### config.mk
export PLATFORM = sky130hd
export DESIGN_NAME = jump_trap_ctrl
export DESIGN_NICKNAME = d
export VERILOG_FILES = /design/src/verilog/jump_ctrl_pkg.sv /design/src/verilog/jump_trap_ctrl.sv
export SDC_FILE = /design/constraint.sdc
export NUM_CORES = 1
export LEC_CHECK = 0
export BUFFER_PORTS_ARGS = -buffer_cell sky130_fd_sc_hd__buf_4
export CAP_MARGIN = 20
export CORE_ASPECT_RATIO = 1.75
export CORE_MARGIN = 2
export CORE_UTILIZATION = 40
export CTS_CLUSTER_SIZE = 12
export DETAILED_ROUTE_END_ITERATION = 8
export GPL_TIMING_DRIVEN = 0
export HOLD_SLACK_MARGIN = 0.12
export PLACE_DENSITY = 0.73
export SYNTH_ARGS = -nofsm -noshare
export SYNTH_HDL_FRONTEND = slang
export SYNTH_SLANG_ARGS = --single-unit
### constraint.sdc
create_clock -name sys_clk -period 2.5 [get_ports sys_clk]
set_input_delay 0.5 -clock sys_clk [delete_from_list [all_inputs] [get_ports sys_clk]]
set_output_delay 0.5 -clock sys_clk [all_outputs]
set_load 0.1 [all_outputs]
### src/verilog/jump_ctrl_pkg.sv
// constants, register map and types shared by the jump and trap-return control block
package jump_ctrl_pkg;

    // instruction encodings
    localparam logic [5:0]  OP_SPECIAL      = 6'h00;
    localparam logic [5:0]  OP_REGION_JUMP  = 6'h02;
    localparam logic [5:0]  OP_REGION_LINK  = 6'h03;
    localparam logic [5:0]  FN_REG_JUMP     = 6'h08;
    localparam logic [5:0]  FN_REG_LINK     = 6'h09;
    localparam logic [31:0] TRAP_RETURN_OP  = 32'h42000018;
    localparam logic [31:0] DEBUG_RETURN_OP = 32'h4200001f;
    localparam logic [31:0] WAIT_MASK       = 32'hfe00003f;
    localparam logic [31:0] WAIT_MATCH      = 32'h42000020;

    // field positions
    localparam int OPC_LSB     = 26;
    localparam int SRC_LSB     = 21;
    localparam int DST_LSB     = 11;
    localparam int HINT_LSB    = 6;
    localparam int REGION_LSB  = 28;
    localparam int INDEX_SHIFT = 2;

    // link register values and default jump hint
    localparam logic [4:0]  LINK_REG    = 5'h1f;
    localparam logic [31:0] LINK_OFFSET = 32'h00000008;
    localparam logic [4:0]  HINT_DEFAULT = 5'h00;

    // apb register byte offsets
    localparam logic [7:0] REG_CTRL   = 8'h00;
    localparam logic [7:0] REG_STATUS = 8'h04;
    localparam logic [7:0] REG_MASK   = 8'h08;
    localparam logic [7:0] REG_TARGET = 8'h0c;
    localparam logic [7:0] REG_STATE  = 8'h10;

    // ctrl bits
    localparam int CTRL_EXT_BIT = 0;
    localparam logic [1:0] CTRL_RESET = 2'h1;

    // status event bits
    localparam int EV_TRAP_RET  = 0;
    localparam int EV_ADDR_ERR  = 1;
    localparam int EV_HINT      = 2;
    localparam int EV_SLOT_BAD  = 3;
    localparam int EV_SAME_REG  = 4;
    localparam int EV_W         = 5;

    typedef enum logic [1:0] {KIND_REGION, KIND_REGISTER} jumpKind_t;
    typedef enum logic [1:0] {ST_IDLE, ST_SLOT, ST_BARRIER} ctrlState_t;

endpackage

### src/verilog/jump_trap_ctrl.sv
// program-counter control for jumps, linked jumps and trap return, with apb status registers
//
// What this block does
// - trap return resumes at saved address, next instruction is squashed, no delay slot.
// - trap return clears link state so pending conditional store fails.
// - trap return waits for pending control-state writes before fetching target.
// - region target is delay-slot address upper bits, index shifted left two.
// - jumps other than trap return execute delay slot before redirect.
// - region jump in last region word lands in the next region.
// - region jump with link writes register 31 with own address plus 8.
// - register jump with link writes address plus 8, target read first.
// - register jumps load source; with extension, bit 0 sets mode, target cleared.
// - misaligned register target raises address error at fetch, not jump.
// - hint zero is ordinary behaviour; other hints jump the same but also set the hint status event.
module jump_trap_ctrl
    import jump_ctrl_pkg::*;
#(
    parameter int XLEN = 32
)(
    input  wire logic              sys_clk,
    input  wire logic              srst,
    // issue stage
    input  wire logic              issueValid,
    input  wire logic [31:0]       issueInstr,
    input  wire logic [XLEN-1:0]   issuePc,
    input  wire logic [XLEN-1:0]   srcData,
    // control-coprocessor side
    input  wire logic [XLEN-1:0]   resumeAddr,
    input  wire logic              ctrlWritePending,
    // link register write port
    output logic                   linkWe,
    output logic [4:0]             linkIdx,
    output logic [XLEN-1:0]        linkData,
    // redirect to fetch
    output logic                   redirectValid,
    output logic [XLEN-1:0]        redirectPc,
    output logic                   fetchAddrError,
    output logic                   squashNext,
    output logic                   stallIssue,
    output logic                   linkClear,
    output logic                   trapReturnDone,
    output logic                   instructionSetModeBit,
    // apb slave
    input  wire logic              psel,
    input  wire logic              penable,
    input  wire logic              pwrite,
    input  wire logic [7:0]        paddr,
    input  wire logic [31:0]       pwdata,
    output logic [31:0]            prdata,
    output logic                   pready,
    output logic                   pslverr,
    output logic                   irq
);

    // the block's arithmetic assumes a 32-bit program counter
    if (XLEN != 32)
    begin : g_width_check
        $error("jump_trap_ctrl supports XLEN of 32 only");
    end

    typedef struct packed {
        ctrlState_t          state;
        jumpKind_t           kind;
        logic [XLEN-1:0]     pendTarget;
        logic [25:0]         pendIndex;
        logic                isaMode;
        logic                redirect;
        logic [XLEN-1:0]     redirectPc;
        logic                addrErr;
        logic                squash;
        logic                llClear;
        logic                trapDone;
        logic [1:0]          ctrl;
        logic [EV_W-1:0]     status;
        logic [EV_W-1:0]     mask;
        logic [XLEN-1:0]     lastTarget;
        logic [31:0]         rdata;
        logic                slvErr;
    } regs_t;

    regs_t q;
    regs_t d;

    // instruction classification
    function automatic logic isRegionJump(input logic [31:0] ins);
        return ins[31:OPC_LSB] == OP_REGION_JUMP || ins[31:OPC_LSB] == OP_REGION_LINK;
    endfunction

    function automatic logic isRegJump(input logic [31:0] ins);
        return ins[31:OPC_LSB] == OP_SPECIAL
            && (ins[5:0] == FN_REG_JUMP || ins[5:0] == FN_REG_LINK);
    endfunction

    // anything that changes flow and is forbidden inside a delay slot
    function automatic logic isFlowChange(input logic [31:0] ins);
        return isRegionJump(ins) || isRegJump(ins)
            || ins == TRAP_RETURN_OP || ins == DEBUG_RETURN_OP
            || (ins & WAIT_MASK) == WAIT_MATCH
            || ins[31:28] == 4'h1 || ins[31:OPC_LSB] == 6'h01;
    endfunction

    // misaligned instruction address, depending on the compressed extension
    function automatic logic misaligned(input logic [XLEN-1:0] t, input logic ext);
        return ext ? (t[1:0] == 2'b10) : (t[1:0] != 2'b00);
    endfunction

    logic        isTrapRet;
    logic        isLinkRegion;
    logic        isLinkReg;
    logic        extOn;
    logic [4:0]  srcIdx;
    logic [4:0]  dstIdx;
    logic        apbAccess;
    logic [XLEN-1:0] regTarget;
    logic [EV_W-1:0] evNow;

    // decode of the instruction being issued
    assign isTrapRet    = issueValid && issueInstr == TRAP_RETURN_OP;
    assign isLinkRegion = issueValid && issueInstr[31:OPC_LSB] == OP_REGION_LINK;
    assign isLinkReg    = issueValid && isRegJump(issueInstr) && issueInstr[5:0] == FN_REG_LINK;
    assign extOn        = q.ctrl[CTRL_EXT_BIT];
    assign srcIdx       = issueInstr[SRC_LSB+4:SRC_LSB];
    assign dstIdx       = issueInstr[DST_LSB+4:DST_LSB];
    assign apbAccess    = psel && penable;

    // register target with bit 0 stripped when the extension is present
    assign regTarget = extOn ? {q.pendTarget[XLEN-1:1], 1'b0} : q.pendTarget;

    // link write happens in the issue cycle of the jump itself
    always_comb
    begin
        linkWe   = 1'b0;
        linkIdx  = LINK_REG;
        linkData = issuePc + LINK_OFFSET;
        if (q.state == ST_IDLE && isLinkRegion)
        begin
            linkWe  = 1'b1;
            linkIdx = LINK_REG;
        end
        else if (q.state == ST_IDLE && isLinkReg)
        begin
            linkWe  = 1'b1;
            linkIdx = dstIdx;
        end
    end

    // next-state logic for the whole block
    always_comb
    begin
        d          = q;
        d.redirect = 1'b0;
        d.addrErr  = 1'b0;
        d.squash   = 1'b0;
        d.llClear  = 1'b0;
        d.trapDone = 1'b0;
        d.slvErr   = 1'b0;
        d.status   = '0; // only this cycle's events until merged below

        case (q.state)
            ST_IDLE:
            begin
                if (isTrapRet)
                begin
                    // squash the fetched follower at once; it is never a delay slot
                    d.squash  = 1'b1;
                    d.llClear = 1'b1;
                    d.status[EV_TRAP_RET] = 1'b1;
                    if (ctrlWritePending)
                    begin
                        d.state = ST_BARRIER;
                    end
                    else
                    begin
                        d.redirect   = 1'b1;
                        d.redirectPc = resumeAddr;
                        d.trapDone   = 1'b1;
                        d.isaMode    = extOn ? resumeAddr[0] : 1'b0;
                        d.lastTarget = resumeAddr;
                        if (extOn)
                        begin
                            d.redirectPc = {resumeAddr[XLEN-1:1], 1'b0};
                        end
                    end
                end
                else if (issueValid && isRegionJump(issueInstr))
                begin
                    // target waits for the delay-slot address
                    d.kind      = KIND_REGION;
                    d.pendIndex = issueInstr[25:0];
                    d.state     = ST_SLOT;
                end
                else if (issueValid && isRegJump(issueInstr))
                begin
                    // source is captured before the link write can land
                    d.kind       = KIND_REGISTER;
                    d.pendTarget = srcData;
                    d.state      = ST_SLOT;
                    if (issueInstr[HINT_LSB+4:HINT_LSB] != HINT_DEFAULT)
                    begin
                        d.status[EV_HINT] = 1'b1;
                    end
                    if (isLinkReg && srcIdx == dstIdx)
                    begin
                        d.status[EV_SAME_REG] = 1'b1;
                    end
                end
            end

            ST_SLOT:
            begin
                // redirect only once the delay-slot instruction has issued
                if (issueValid)
                begin
                    d.state    = ST_IDLE;
                    d.redirect = 1'b1;
                    if (isFlowChange(issueInstr))
                    begin
                        d.status[EV_SLOT_BAD] = 1'b1;
                    end
                    if (q.kind == KIND_REGION)
                    begin
                        // upper bits from the slot, so the last word crosses regions
                        d.redirectPc = {issuePc[XLEN-1:REGION_LSB], q.pendIndex, 2'b00};
                        d.lastTarget = {issuePc[XLEN-1:REGION_LSB], q.pendIndex, 2'b00};
                    end
                    else
                    begin
                        d.redirectPc = regTarget;
                        d.lastTarget = q.pendTarget;
                        if (extOn)
                        begin
                            d.isaMode = q.pendTarget[0];
                        end
                        // flagged with the target fetch, not with the jump
                        if (misaligned(q.pendTarget, extOn))
                        begin
                            d.addrErr = 1'b1;
                            d.status[EV_ADDR_ERR] = 1'b1;
                        end
                    end
                end
            end

            ST_BARRIER:
            begin
                // hold off the target fetch until control state settles
                if (!ctrlWritePending)
                begin
                    d.state      = ST_IDLE;
                    d.redirect   = 1'b1;
                    d.redirectPc = extOn ? {resumeAddr[XLEN-1:1], 1'b0} : resumeAddr;
                    d.isaMode    = extOn ? resumeAddr[0] : 1'b0;
                    d.trapDone   = 1'b1;
                    d.lastTarget = resumeAddr;
                end
            end

            default:
            begin
                d.state = ST_IDLE;
            end
        endcase

        // sticky merge; events kept apart so a set beats a same-cycle clear
        evNow    = d.status;
        d.status = q.status | evNow;

        // apb writes; write-one-to-clear loses to a same-cycle event
        if (apbAccess && pwrite)
        begin
            if (paddr == REG_CTRL)
            begin
                d.ctrl = pwdata[1:0];
            end
            else if (paddr == REG_STATUS)
            begin
                d.status = (q.status & ~pwdata[EV_W-1:0]) | evNow;
            end
            else if (paddr == REG_MASK)
            begin
                d.mask = pwdata[EV_W-1:0];
            end
            else if (paddr != REG_TARGET && paddr != REG_STATE)
            begin
                d.slvErr = 1'b1;
            end
        end

        // apb reads, registered in the setup cycle
        d.rdata = 32'h00000000;
        if (psel && !penable && !pwrite)
        begin
            if (paddr == REG_CTRL)
            begin
                d.rdata = {30'h00000000, q.ctrl};
            end
            else if (paddr == REG_STATUS)
            begin
                d.rdata = {27'h0000000, q.status};
            end
            else if (paddr == REG_MASK)
            begin
                d.rdata = {27'h0000000, q.mask};
            end
            else if (paddr == REG_TARGET)
            begin
                d.rdata = q.lastTarget;
            end
            else if (paddr == REG_STATE)
            begin
                d.rdata = {29'h00000000, q.isaMode, q.state};
            end
        end
        else if (apbAccess)
        begin
            d.rdata = q.rdata;
        end
        if (apbAccess && !pwrite && paddr > REG_STATE)
        begin
            d.slvErr = 1'b1;
        end
        if (paddr[1:0] != 2'b00 && apbAccess)
        begin
            d.slvErr = 1'b1;
        end
    end

    // single register stage holding all state
    always_ff @(posedge sys_clk)
    begin
        if (srst)
        begin
            q            <= '0;
            q.state      <= ST_IDLE;
            q.kind       <= KIND_REGION;
            q.ctrl       <= CTRL_RESET;
        end
        else
        begin
            q <= d;
        end
    end

    // outputs
    assign redirectValid         = q.redirect;
    assign redirectPc            = q.redirectPc;
    assign fetchAddrError        = q.addrErr;
    assign squashNext            = q.squash;
    assign linkClear             = q.llClear;
    assign trapReturnDone        = q.trapDone;
    assign instructionSetModeBit = q.isaMode;
    assign stallIssue            = q.state == ST_BARRIER; // hold issue during barrier
    assign prdata                = q.rdata;
    assign pready                = 1'b1;       // zero wait states
    assign pslverr               = apbAccess && (paddr[1:0] != 2'b00 || paddr > REG_STATE);
    assign irq                   = |(q.status & q.mask);

endmodule

=== Word level (Yosys, flattened, before mapping) ===
Cells that the tools add are included.

* $lt $le $gt $ge: 1
* Bitwise logic cells: 12
* Reduce and logical (&&, ||, !) cells: 45
* Divide/modulo/power cells: 0
* Muxes and demuxes: 61
* $add $sub $neg: 1
* Shift operators: 0
* Eq/ne operators: 25
* Multiply operators: 0

{| class="wikitable"
|+ Operators with widths
! cell !! number
|-
| $mux 32 || 11
|-
| $pmux 34 s3 || 1
|-
| $pmux 32 s3 || 1
|-
| $mux 34 || 2
|-
| $eq 32x31->1 const B || 2
|-
| $mux 36 || 1
|-
| $mux 35 || 1
|-
| $add 32x4->32 const B || 1
|-
| $mux 1 || 28
|-
| $mux 5 || 5
|-
| $mux 10 || 2
|-
| $eq 8x4->1 const B || 2
|-
| $logic_and 1x1->1 || 14
|-
| $eq 13x12->1 const B || 1
|-
| $eq 6x2->1 const B || 2
|-
| $eq 6x4->1 const B || 2
|-
| $reduce_and 4->1 || 3
|-
| $and 5x5->5 || 2
|-
| $ne 2x2->1 const B || 5
|-
| $or 5x5->5 || 2
|-
| $logic_or 1x1->1 || 9
|-
| $reduce_and 3->1 || 3
|-
| $eq 8x3->1 const B || 1
|-
| $eq 8x5->1 const B || 1
|-
| other kinds (28) || 43
|}

* Bits in latches: 0
* Bits in read-only memories: 0
* Memories: 0
* Output and inout port bits: 112
* Register bits after elaboration: 176
* RAM bits: 0

=== Longest topological paths before layout ===
Gate-level depths: netlist of the first run.

* Depth in word-level cells: 16
* Depth in mapped cells: 9

=== Least setup slack after synthesis of the first run ===
Ideal clock, no wire load.

* Kind: input -> output
* From: input paddr[2]
* To: output pslverr
* Arrival: 3.336 ns
* Path slack: -1.336 ns
* Required time: 2.000 ns
* Cell stages on the path: 4
* Cell sequence: clkbuf_1 -> clkbuf_1 -> o21ai_0 -> a21boi_0

* Longest elaborated chain between the ends: 3

{| class="wikitable"
|+ Ends and longest elaborated chain
! element !! line !! text
|-
| start, declared || jump_trap_ctrl.sv:47 || <nowiki>input wire logic [7:0] paddr,</nowiki>
|-
| $gt 8x5->1 || jump_trap_ctrl.sv:355 || <nowiki>assign pslverr = apbAccess && (paddr[1:0] != 2'b00 || paddr > REG_STATE);</nowiki>
|-
| $logic_or 1x1->1 || jump_trap_ctrl.sv:355 ||
|-
| $logic_and 1x1->1 || jump_trap_ctrl.sv:355 ||
|-
| end, declared || jump_trap_ctrl.sv:51 || <nowiki>output logic pslverr,</nowiki>
|}

No other way between the ends.

=== Worst setup path in the final report of the first run ===
* From: register q[175] in the netlist's numbering
* To: output linkIdx[1]

* Longest elaborated chain between the ends: 4
* Elaborated cells between the ends (all ways): 5

{| class="wikitable"
|+ Ends and longest elaborated chain
! element !! line !! text
|-
| start, declared || jump_trap_ctrl.sv:81 || <nowiki>regs_t q;</nowiki>
|-
| $logic_not 2->1 * || jump_trap_ctrl.sv:135, jump_trap_ctrl.sv:140 ||
|-
| $logic_and 1x1->1 || jump_trap_ctrl.sv:140 || <nowiki>else if (q.state == ST_IDLE && isLinkReg)</nowiki>
|-
| $mux 5 || jump_trap_ctrl.sv:140 ||
|-
| $mux 5 * || jump_trap_ctrl.sv:135 || <nowiki>if (q.state == ST_IDLE && isLinkRegion)</nowiki>
|-
| end, declared || jump_trap_ctrl.sv:32 || <nowiki>output logic [4:0] linkIdx,</nowiki>
|}

Mark *: on every way between the ends. The rest lies on a longest branch, timed or not.

==> results of run 1 <==
==> power groups by stage <==
stage / logic [mW] / clock network (mW) / registers, mW
CTS: 0.983 / 2.54 / 2.78
floorplan: 0.546 / 0 / 2.85
detailed placement: 0.947 / 0 / 2.85
global route: 1.04 / 2.64 / 2.78
finish: 0.999 / 2.52 / 2.78
global placement: 0.939 / 0 / 2.85
==> what timing repair did <==
item / in CTS / in global routing
hold buffers: 0 / 0
resized for setup: 79 / 42
endpoints found under the setup margin: 90 / 96
pin swaps: 16 / 12
setup buffers: 16 / 3
==> synth_stat cells, types with 21 or more instances <==
cell type	n
mux2i_1	37
nand2_1	150
a22oi_1	31
nor2_1	111
dfxtp_1	174
clkbuf_1	91
buf_4	69
inv_1	48
o21ai_0	39
a21oi_1	74
xnor2_1	21
o211ai_1	32
nand2b_1	35
a221oi_1	30
mux2_2	32
a211oi_1	63
nand3_1	49
==> logic make-up (layout without fill, tap and decap cells) <==
kind of cell	count (synthesis)	after routing	synth area share (%)
AO/OA/AOI/OAI	298	298	21.0
adder cells (fa/ha/maj)	1	1	0.130
AND/OR/NAND/NOR	421	421	20.5
flip-flops	174	174	36.2
XOR/XNOR	32	32	2.92
buffers and inverters	218	518	11.5
multiplexers	69	69	7.60
other	1	2	0.0390
==> cell usage in the layout (no fill, tap or decap), types with 5 or more instances in the layout <==
master and count:
buf_12 10, nor2_4 6, clkbuf_16 17, a211oi_2 5
or2_4 5, nand2_1 148, clkinvlp_4 6, a21oi_1 74
nand4_1 9, a211oi_1 58, clkbuf_1 78, o21ai_0 39
nor2_1 105, mux2i_1 37, nor3_1 5, a22oi_1 31
inv_1 48, clkbuf_2 12, nand3_1 47, xnor2_4 12
nor2b_1 5, xnor2_2 9, buf_6 7, buf_4 320
nand2b_1 35, o211ai_1 32, and3_1 8, mux2_2 32
a221oi_2 29, buf_8 8, and4_4 5, xor2_1 6
dfxtp_1 172, xor2_4 5
==> metal layers <==
layer / part of all wire (%) / track usage [%]
met4: 7.1 / 18.7
met1: 33 / 26.9
met2: 53 / 52.7
met3: 6.1 / 5.32
met5: 0 / 0
==> worst register-to-register path, delay by kind of cell (launching register included) <==
kind                   cells  cell delay [ns]
DFF                        1             0.37
buffers and inverters      3             0.77
and+or+nand+nor            4             1.02
AOI/OAI and AO/OA          1             0.18
==> through the flow <==
stage	std cells	util [%]	hold slack (ns)	power [mW]	setup TNS (ns)
after global routing	1823	57.0	0.303	6.47	-0.550
after CTS	1820	56.5	0.295	6.30	-0.422
after floorplan	1214	-	0.432	3.39	-2.30
after detailed placement	1775	52.5	0.446	3.79	-64.66
after global placement	1773	52.5	0.437	3.78	-69.46
final	1823	57.0	0.300	6.30	-0.250
==> how the worst max path moves through the flow <==
stage	startpoint	endpoint	slack, ns	cells past startpoint
final	q[175]	linkIdx[1]	-0.06	5
after global routing	q[175]	linkIdx[0]	-0.10	5
after CTS	q[176]	linkIdx[2]	-0.08	5
after detailed placement	issueInstr[7]	trapReturnDone	-0.80	7
after global placement	issueInstr[7]	trapReturnDone	-0.79	7
after floorplan	issuePc[5]	linkData[27]	-0.35	6
==> flip-flops by register name, summed over array words and instances, names as in the netlist <==
signal                 count
q                        104
prdata                    32
redirectPc                32
extOn                      1
fetchAddrError             1
instructionSetModeBit      1
redirectValid              1
squashNext                 1
trapReturnDone             1
==> cell type report <==
| type | count | area [um^2] | share of cell area [%] |
|---|---|---|---|
| Multi-Input combinational cell | 822 | 5800 | 42.7 |
| Inverter | 48 | 180 | 1.33 |
| Clock inverter | 13 | 109 | 0.802 |
| Tap cell | 308 | 385 | 2.84 |
| Buffer | 167 | 958 | 7.06 |
| Antenna cell | 1 | 2.50 | 0.0184 |
| Clock buffer | 18 | 429 | 3.16 |
| Timing Repair Buffer | 272 | 2220 | 16.4 |
| Sequential cell | 174 | 3490 | 25.7 |
==> flow_summary.json, run 1 <==
{
  "outcome": "complete, but fails checks",
  "violations": "setup timing",
  "syn_area_um2": 9610,
  "seqPwrFrac_pct": 44.1,
  "clk_latency_ns": 0.45,
  "synth-seq-cells": 174,
  "p_int_mw": 4.43,
  "dp_hpwl_um": 28800,
  "num_vias": 10000,
  "setup_viol": 6,
  "grt_pass1_wl_um": 54700,
  "fp.dieArea_um2": 25300,
  "fin_crit_ns": 2.56,
  "wl_per_cell_um": 19.7,
  "crit_family": "simple AND/OR/NAND/NOR gates",
  "pwr-share-clk_pct": 40.0,
  "pre_cts_slack_ns": -0.799,
  "worst-path-buf-inv": 1,
  "power.net_switching_mw": 1.87,
  "clockBufferDepth": 2,
  "die_h_um": 209,
  "setup_ws_ns": -0.0566,
  "wirelength_um": 35900,
  "hp-class": "input port to register",
  "grt.total_usage_pct": 28.1,
  "gp_congestion": 0.947,
  "drt_pass1_iterations": 5,
  "grt_max_degree": 17,
  "peakVddDrop_v": 0.000476,
  "min_from": "srcData[5]",
  "area_growth_pct": 41.2,
  "grt_pass1_vias": 10200,
  "worstPathRequired_ns": 2.00,
  "startpoint_type": "register",
  "synth_seq_area_share_pct": 36.2,
  "fillers": 2225,
  "synth_top_cells_by_area": "dfxtp_1, nand2_1, buf_4, a211oi_1, nor2_1",
  "postSynth.asyncResetShare_pct": 0,
  "clock-sinks": 174,
  "start_util_pct": 40.3,
  "ant_nets": 0,
  "yosys.area.top_type": "dfxtp_1",
  "worstRegToRegCells": 8,
  "skew_ns": 0.0128,
  "worstPathArrival_ns": 2.06,
  "numCtsBuffers": 17,
  "die_x_um": 121,
  "p_per_area_nw_per_um2": 464,
  "ios": 287,
  "holdPathEnd": "q[146]",
  "overflow": 0,
  "drc": 0,
  "max_slew_margin_pct": 44.3,
  "port_buffers": 251,
  "avgSynthCellArea_um2": 7.92,
  "synthFlopType": "dfxtp_1",
  "core_region_area_um2": 23800,
  "path_class": "register to output port",
  "viasPerCell": 5.50,
  "switching_share_pct": 29.7,
  "fin_nets": 1678,
  "syn_nets": 1390,
  "synth-edff-count": 0,
  "cts_tree": "done",
  "r2r_slack_ns": 0.11,
  "cts_root_buffer": "clkbuf_16",
  "slowest_stage": "or4_4",
  "row_count": 75,
  "hold_viol": 0,
  "crit_path_cell_trace": "nor2_4, nand2_2, or4_4, or2_4, buf_12",
  "finalInstanceArea_um2": 13600,
  "crit_path_end_kind": "output port",
  "comb_power_share_pct": 15.9,
  "p_leak_nw": 5.06,
  "cpPeakStageDelay_ns": 0.57,
  "clk_pin_slew_worst_paths_ns": 0.08,
  "postSynthCellCount": 1214,
  "drt-initial-drc-count": 614,
  "antenna_found_initial": 1,
  "r2r-start": "q[175]",
  "drive_gt1_share_pct": 34.3,
  "max_freq_ghz": 0.391,
  "dpl_cell_area_um2": 12500,
  "drv_cap": 0,
  "synthDominantCellAreaShare_pct": 36.2,
  "grt_setup_unrepaired": "yes",
  "cts_max_level": 4,
  "tightest_slew_ns": 0.815,
  "slew_violations": 0,
  "r2r-end": "q[72]",
  "ys_types": 60,
  "worstHoldPathCells": 3,
  "post-route-period-util_pct": 102,
  "ys_warn_count": 0,
  "worstPathMaxFanout": 7
}
No activity file was read; power rests on OpenSTA's default activity.
==> run 2, diff against run 1 <==
--- a/config.mk
+++ b/config.mk
@@ -7,14 +7,16 @@
 export LEC_CHECK = 0
 export BUFFER_PORTS_ARGS = -buffer_cell sky130_fd_sc_hd__buf_4
 export CAP_MARGIN = 20
+export CELL_PAD_IN_SITES_DETAIL_PLACEMENT = 1
+export CELL_PAD_IN_SITES_GLOBAL_PLACEMENT = 2
 export CORE_ASPECT_RATIO = 1.75
 export CORE_MARGIN = 2
-export CORE_UTILIZATION = 40
+export CORE_UTILIZATION = 26
 export CTS_CLUSTER_SIZE = 12
 export DETAILED_ROUTE_END_ITERATION = 8
 export GPL_TIMING_DRIVEN = 0
 export HOLD_SLACK_MARGIN = 0.12
-export PLACE_DENSITY = 0.73
+export PLACE_DENSITY = 0.82
 export SYNTH_ARGS = -nofsm -noshare
 export SYNTH_HDL_FRONTEND = slang
 export SYNTH_SLANG_ARGS = --single-unit
==> run 2 against run 1 <==
Against the previous run: the flow still finishes with violations (setup timing); register-to-register slack improved by 0.05 ns; power grew 7.2%; sequential share of layout area fell by 0.77 points; non-clock buffer count rose by 8; critical path type unchanged; critical endpoint unchanged; highest routed layer unchanged.
==> flow_summary.json, run 2 (synthesized netlist as in run 1, its figures left out) <==
{
  "regMostFlops": "q",
  "pwr-share-clk_pct": 43.7,
  "wl_met1_um": 14500,
  "drc": 0,
  "grt_pass1_wl_um": 62100,
  "ant_nets": 0,
  "viasPerCell": 4.92,
  "min_from": "pwdata[3]",
  "wl_met2_um": 23100,
  "numCtsBuffers": 17,
  "comb_power_share_pct": 15.2,
  "grt_max_degree": 17,
  "clk_pin_slew_worst_paths_ns": 0.07,
  "wirelength_um": 41200,
  "die_x_um": 149,
  "power.net_switching_mw": 1.96,
  "final_common_cell": "buf_4",
  "crit_family": "simple AND/OR/NAND/NOR gates",
  "switching_share_pct": 29.0,
  "seqPwrFrac_pct": 41.1,
  "path_class": "register to output port",
  "top_layer": "met4",
  "skew_ns": 0.00859,
  "grt_pass1_vias": 10600,
  "outcome": "complete, but fails checks",
  "drv_cap": 0,
  "cts_max_level": 4,
  "cts_tree": "done",
  "worst-path-buf-inv": 1,
  "p_leak_nw": 5.22,
  "dpl_cell_area_um2": 12700,
  "die_h_um": 258,
  "core_region_area_um2": 36700,
  "clock-sinks": 174,
  "max_freq_ghz": 0.391,
  "drt_pass1_iterations": 4,
  "setup_viol": 10,
  "worstPathMaxFanout": 7,
  "dp_hpwl_um": 33900,
  "crit_path_cell_trace": "nor2_4, nand2_2, or4_4, or2_4, buf_12",
  "finalInstanceArea_um2": 14000,
  "worstPathArrival_ns": 2.06,
  "wl_per_cell_um": 20.6,
  "drt-initial-drc-count": 327,
  "ios": 287,
  "worstPathRequired_ns": 2.00,
  "largest_register_ffs": 104,
  "slowest_stage": "or4_4",
  "max_slew_margin_pct": 33.5,
  "area_growth_pct": 45.6,
  "hp-class": "input port to register",
  "clk_latency_ns": 0.47,
  "holdBufCountCts": 0,
  "dp_cells": 1941,
  "gp_congestion": 0.857,
  "grt_setup_unrepaired": "yes",
  "tightest_slew_ns": 0.998,
  "violations": "setup timing",
  "drive_gt1_share_pct": 35.1,
  "setup_ws_ns": -0.0561,
  "routed-wl-met3_um": 1540,
  "final_cell_mix": "buf_4, dfxtp_1, nand2_1",
  "cp-startpoint": "q[176]",
  "p_int_mw": 4.80,
  "num_vias": 9841,
  "overflow": 0,
  "cts_root_buffer": "clkbuf_16",
  "port_buffers": 251,
  "r2r-start": "q[173]",
  "grt.total_usage_pct": 21.3,
  "fp.dieArea_um2": 38600,
  "row_count": 93,
  "final_cells": 2001,
  "crit_path_end_kind": "output port",
  "peakVddDrop_v": 0.000494,
  "post-route-period-util_pct": 102,
  "start_util_pct": 26.2,
  "hold_viol": 0,
  "slew_violations": 0,
  "fillers": 4353,
  "cpPeakStageDelay_ns": 0.58,
  "startpoint_type": "register",
  "antenna_found_initial": 3,
  "fin_crit_ns": 2.56,
  "clockBufferDepth": 2,
  "p_per_area_nw_per_um2": 483,
  "fin_nets": 1686
}
-- run 2: metrics by stage --
stage | util, % | hold WS [ns] | setup slack (ns) | setup TNS [ns] | power (mW)
global placement | 34.7 | 0.437 | -1.07 | -94.17 | 3.81
floorplan | - | 0.432 | -0.355 | -2.30 | 3.39
global route | 38.2 | 0.290 | -0.134 | -1.20 | 6.95
detailed placement | 34.7 | 0.444 | -0.963 | -84.14 | 3.82
finish | 38.2 | 0.279 | -0.0561 | -0.408 | 6.76
CTS | 37.5 | 0.265 | -0.0855 | -0.508 | 6.78
-- run 2: cell type report --
type | count | area [um^2] | share of cell area (%)
Buffer | 166 | 963 | 6.88
Clock buffer | 19 | 453 | 3.24
Sequential cell | 174 | 3490 | 24.9
Inverter | 48 | 180 | 1.29
Tap cell | 475 | 594 | 4.25
Multi-Input combinational cell | 822 | 5810 | 41.5
Antenna cell | 3 | 7.51 | 0.0536
Timing Repair Buffer | 281 | 2320 | 16.6
Clock inverter | 13 | 179 | 1.28
-- run 2: power groups by stage --
stage          logic, mW  clock network (mW)  registers, mW
5_1_grt             1.07                3.10           2.78
6_report            1.03                2.95           2.78
4_1_cts             1.01                3.00           2.78
3_3_place_gp       0.966                   0           2.85
3_5_place_dp       0.977                   0           2.85
2_1_floorplan      0.546                   0           2.85
-- run 2: timing repair --
item / 4_1_cts / 5_1_grt
resized for setup: 89 / 37
setup buffers: 13 / 16
endpoints found under the hold margin: 0 / 0
endpoints found under the setup margin: 115 / 70
gates cloned: 0 / 0
pin swaps: 17 / 12
-- run 2: worst reg2reg max path: cells and delay by family (launching register included) --
kind	cells	cell delay, ns
compound gates	2	0.41
simple gates	1	0.10
mux	1	0.46
buf+inv	2	0.90
flops	1	0.32
-- run 2: path summary, 6_finish.rpt --
kind | to | slack [ns] | cells after the start
worst max-delay path | linkIdx[1] | -0.06 | 5
worst min-delay path | q[68] | 0.28 | 3
worst max register to register | redirectPc[24] | 0.16 | 6
worst min register to register | q[154] | 0.45 | 2
-- run 2: routing by layer --
layer / vias up / track usage, %
met4: 0 / 11.8
met5: - / 0
met3: 79 / 3.12
met2: 249 / 41.6
met1: 4712 / 21.0
li1: 4801 / -
==> run 3, diff against run 2 <==
--- a/config.mk
+++ b/config.mk
@@ -5,7 +5,7 @@
 export SDC_FILE = /design/constraint.sdc
 export NUM_CORES = 1
 export LEC_CHECK = 0
-export BUFFER_PORTS_ARGS = -buffer_cell sky130_fd_sc_hd__buf_4
+export BUFFER_PORTS_ARGS = -buffer_cell sky130_fd_sc_hd__buf_2
 export CAP_MARGIN = 20
 export CELL_PAD_IN_SITES_DETAIL_PLACEMENT = 1
 export CELL_PAD_IN_SITES_GLOBAL_PLACEMENT = 2
==> run 3 against run 2 <==
Against the previous run: the run still ends with setup timing left; core utilization fell by 1.9 points; register-to-register slack got worse by 0.07 ns; first-iteration DRC count increased by 45%; wire length is 0.53% lower; design area shrank 5.1%; combinational power is 9% lower; clock power shrank 13%; sequential share of layout area up 1.3 points; worst setup slack worse by 0.0098 ns.
==> flow_summary.json, run 3 (synthesized netlist as in run 1, its figures left out) <==
{
  "regMostFlops": "q",
  "fp.dieArea_um2": 38600,
  "dp_cells": 1941,
  "worstPathMaxFanout": 6,
  "wl_met1_um": 14200,
  "skew_ns": 0.00994,
  "dp_hpwl_um": 33600,
  "numCtsBuffers": 17,
  "setup_tns_ns": -0.237,
  "hold_viol": 0,
  "holdWs_ns": 0.282,
  "crit_path_end_kind": "output port",
  "finalInstanceArea_um2": 13300,
  "slew_violations": 0,
  "routed-wl-met3_um": 1500,
  "final_core_util_pct": 36.2,
  "peakVddDrop_v": 0.000475,
  "drv_cap": 0,
  "clock-sinks": 174,
  "setup_ws_ns": -0.0658,
  "pre_cts_slack_ns": -0.946,
  "wl_met2_um": 22900,
  "die_x_um": 149,
  "max_freq_ghz": 0.390,
  "outcome": "complete, but fails checks",
  "antenna_found_initial": 5,
  "p_leak_nw": 4.96,
  "violations": "setup timing",
  "start_util_pct": 26.2,
  "drive_gt1_share_pct": 35.1,
  "die_h_um": 258,
  "wl_per_cell_um": 20.6,
  "slowest_stage": "or4_4",
  "port_buffers": 251,
  "grt_setup_unrepaired": "yes",
  "hp-class": "input port to register",
  "row_count": 93,
  "area_growth_pct": 38.2,
  "wirelength_um": 41000,
  "cts_root_buffer": "clkbuf_16",
  "final_common_cell": "buf_2",
  "p_per_area_nw_per_um2": 473,
  "path_class": "register to output port",
  "grt_max_degree": 17,
  "drt-initial-drc-count": 474,
  "startpoint_type": "register",
  "drt_pass1_iterations": 4,
  "setup_viol": 5,
  "viasPerCell": 4.99,
  "final_cell_mix": "buf_2, dfxtp_1, nand2_1",
  "worstPathArrival_ns": 2.07,
  "largest_register_ffs": 104,
  "clk_latency_ns": 0.46,
  "dpl_cell_area_um2": 12100,
  "final_cells": 1988,
  "holdBufCountCts": 0,
  "crit_path_cell_trace": "nor2_4, nand2_2, or4_4, or2_4, buf_12",
  "gp_congestion": 0.840,
  "final-seq-area_um2": 3490,
  "overflow": 0,
  "fin_nets": 1672,
  "grt_pass1_vias": 10800,
  "worstPathRequired_ns": 2.00,
  "num_vias": 9921,
  "max_slew_margin_pct": 38.3,
  "core_region_area_um2": 36700,
  "total_power_mw": 6.29,
  "fillers": 4392,
  "drc": 0,
  "cts_tree": "done",
  "cpPeakStageDelay_ns": 0.59,
  "tightest_slew_ns": 0.926,
  "post-route-period-util_pct": 103,
  "ios": 287,
  "grt_pass1_wl_um": 62100,
  "multi_input_area_um2": 5880,
  "clockBufferDepth": 2,
  "top_layer": "met5",
  "clk_pin_slew_worst_paths_ns": 0.07,
  "fin_crit_ns": 2.57,
  "grt.total_usage_pct": 21.4,
  "cts_max_level": 4,
  "ant_nets": 0
}
==> run 3: changes by cell type in the layout (fill, tap and decap cells not counted), sizes merged <==
cell / delta
diode: +1
clkbuf: +3
clkinv: +3
bufinv: -3
inv: -4
clkinvlp: +2
buf: -15
==> run 3: routing by layer <==
metal / global-route usage, % / vias to the layer above
li1: - / 4783
met1: 20.3 / 4768
met2: 42.0 / 261
met3: 3.93 / 107
met4: 11.6 / 2
met5: 0 / -
==> run 3: final timing paths <==
path	cells past startpoint	slack, ns	start	end
worst max-delay path	5	-0.07	q[175]	linkIdx[0]
worst max register to register	7	0.09	q[175]	q[59]
worst min register to register	2	0.45	q[145]	q[145]
worst min-delay path	3	0.28	srcData[18]	q[159]
==> run 3: area by class of cell <==
cell class | count | area share, %
inverter | 48 | 1.36
sequential | 174 | 26.3
tap | 475 | 4.47
antenna | 4 | 0.0753
multi-input combinational | 822 | 44.3
buffer | 166 | 7.22
timing repair buffer | 267 | 12.2
clock buffer | 21 | 3.47
clock inverter | 11 | 0.650
==> run 3: timing repair <==
action,4_1_cts,5_1_grt
resized for setup,114,42
setup endpoints to repair,101,75
pin swaps,15,14
cloned,0,0
setup buffers,7,7
==> run 3: worst max-delay path: cells and delay by family (launching register included) <==
family | cells | cell delay (ns)
flops | 1 | 0.36
simple gates | 4 | 1.08
buf+inv | 1 | 0.17
==> run 3: power by group <==
group	switching, mW	internal (mW)	total [mW]	leakage [nW]
Sequential	0.00604	2.78	2.78	1.40
Combinational	0.645	0.290	0.935	3.31
Clock	1.24	1.33	2.57	0.252
Total	1.89	4.39	6.29	4.96
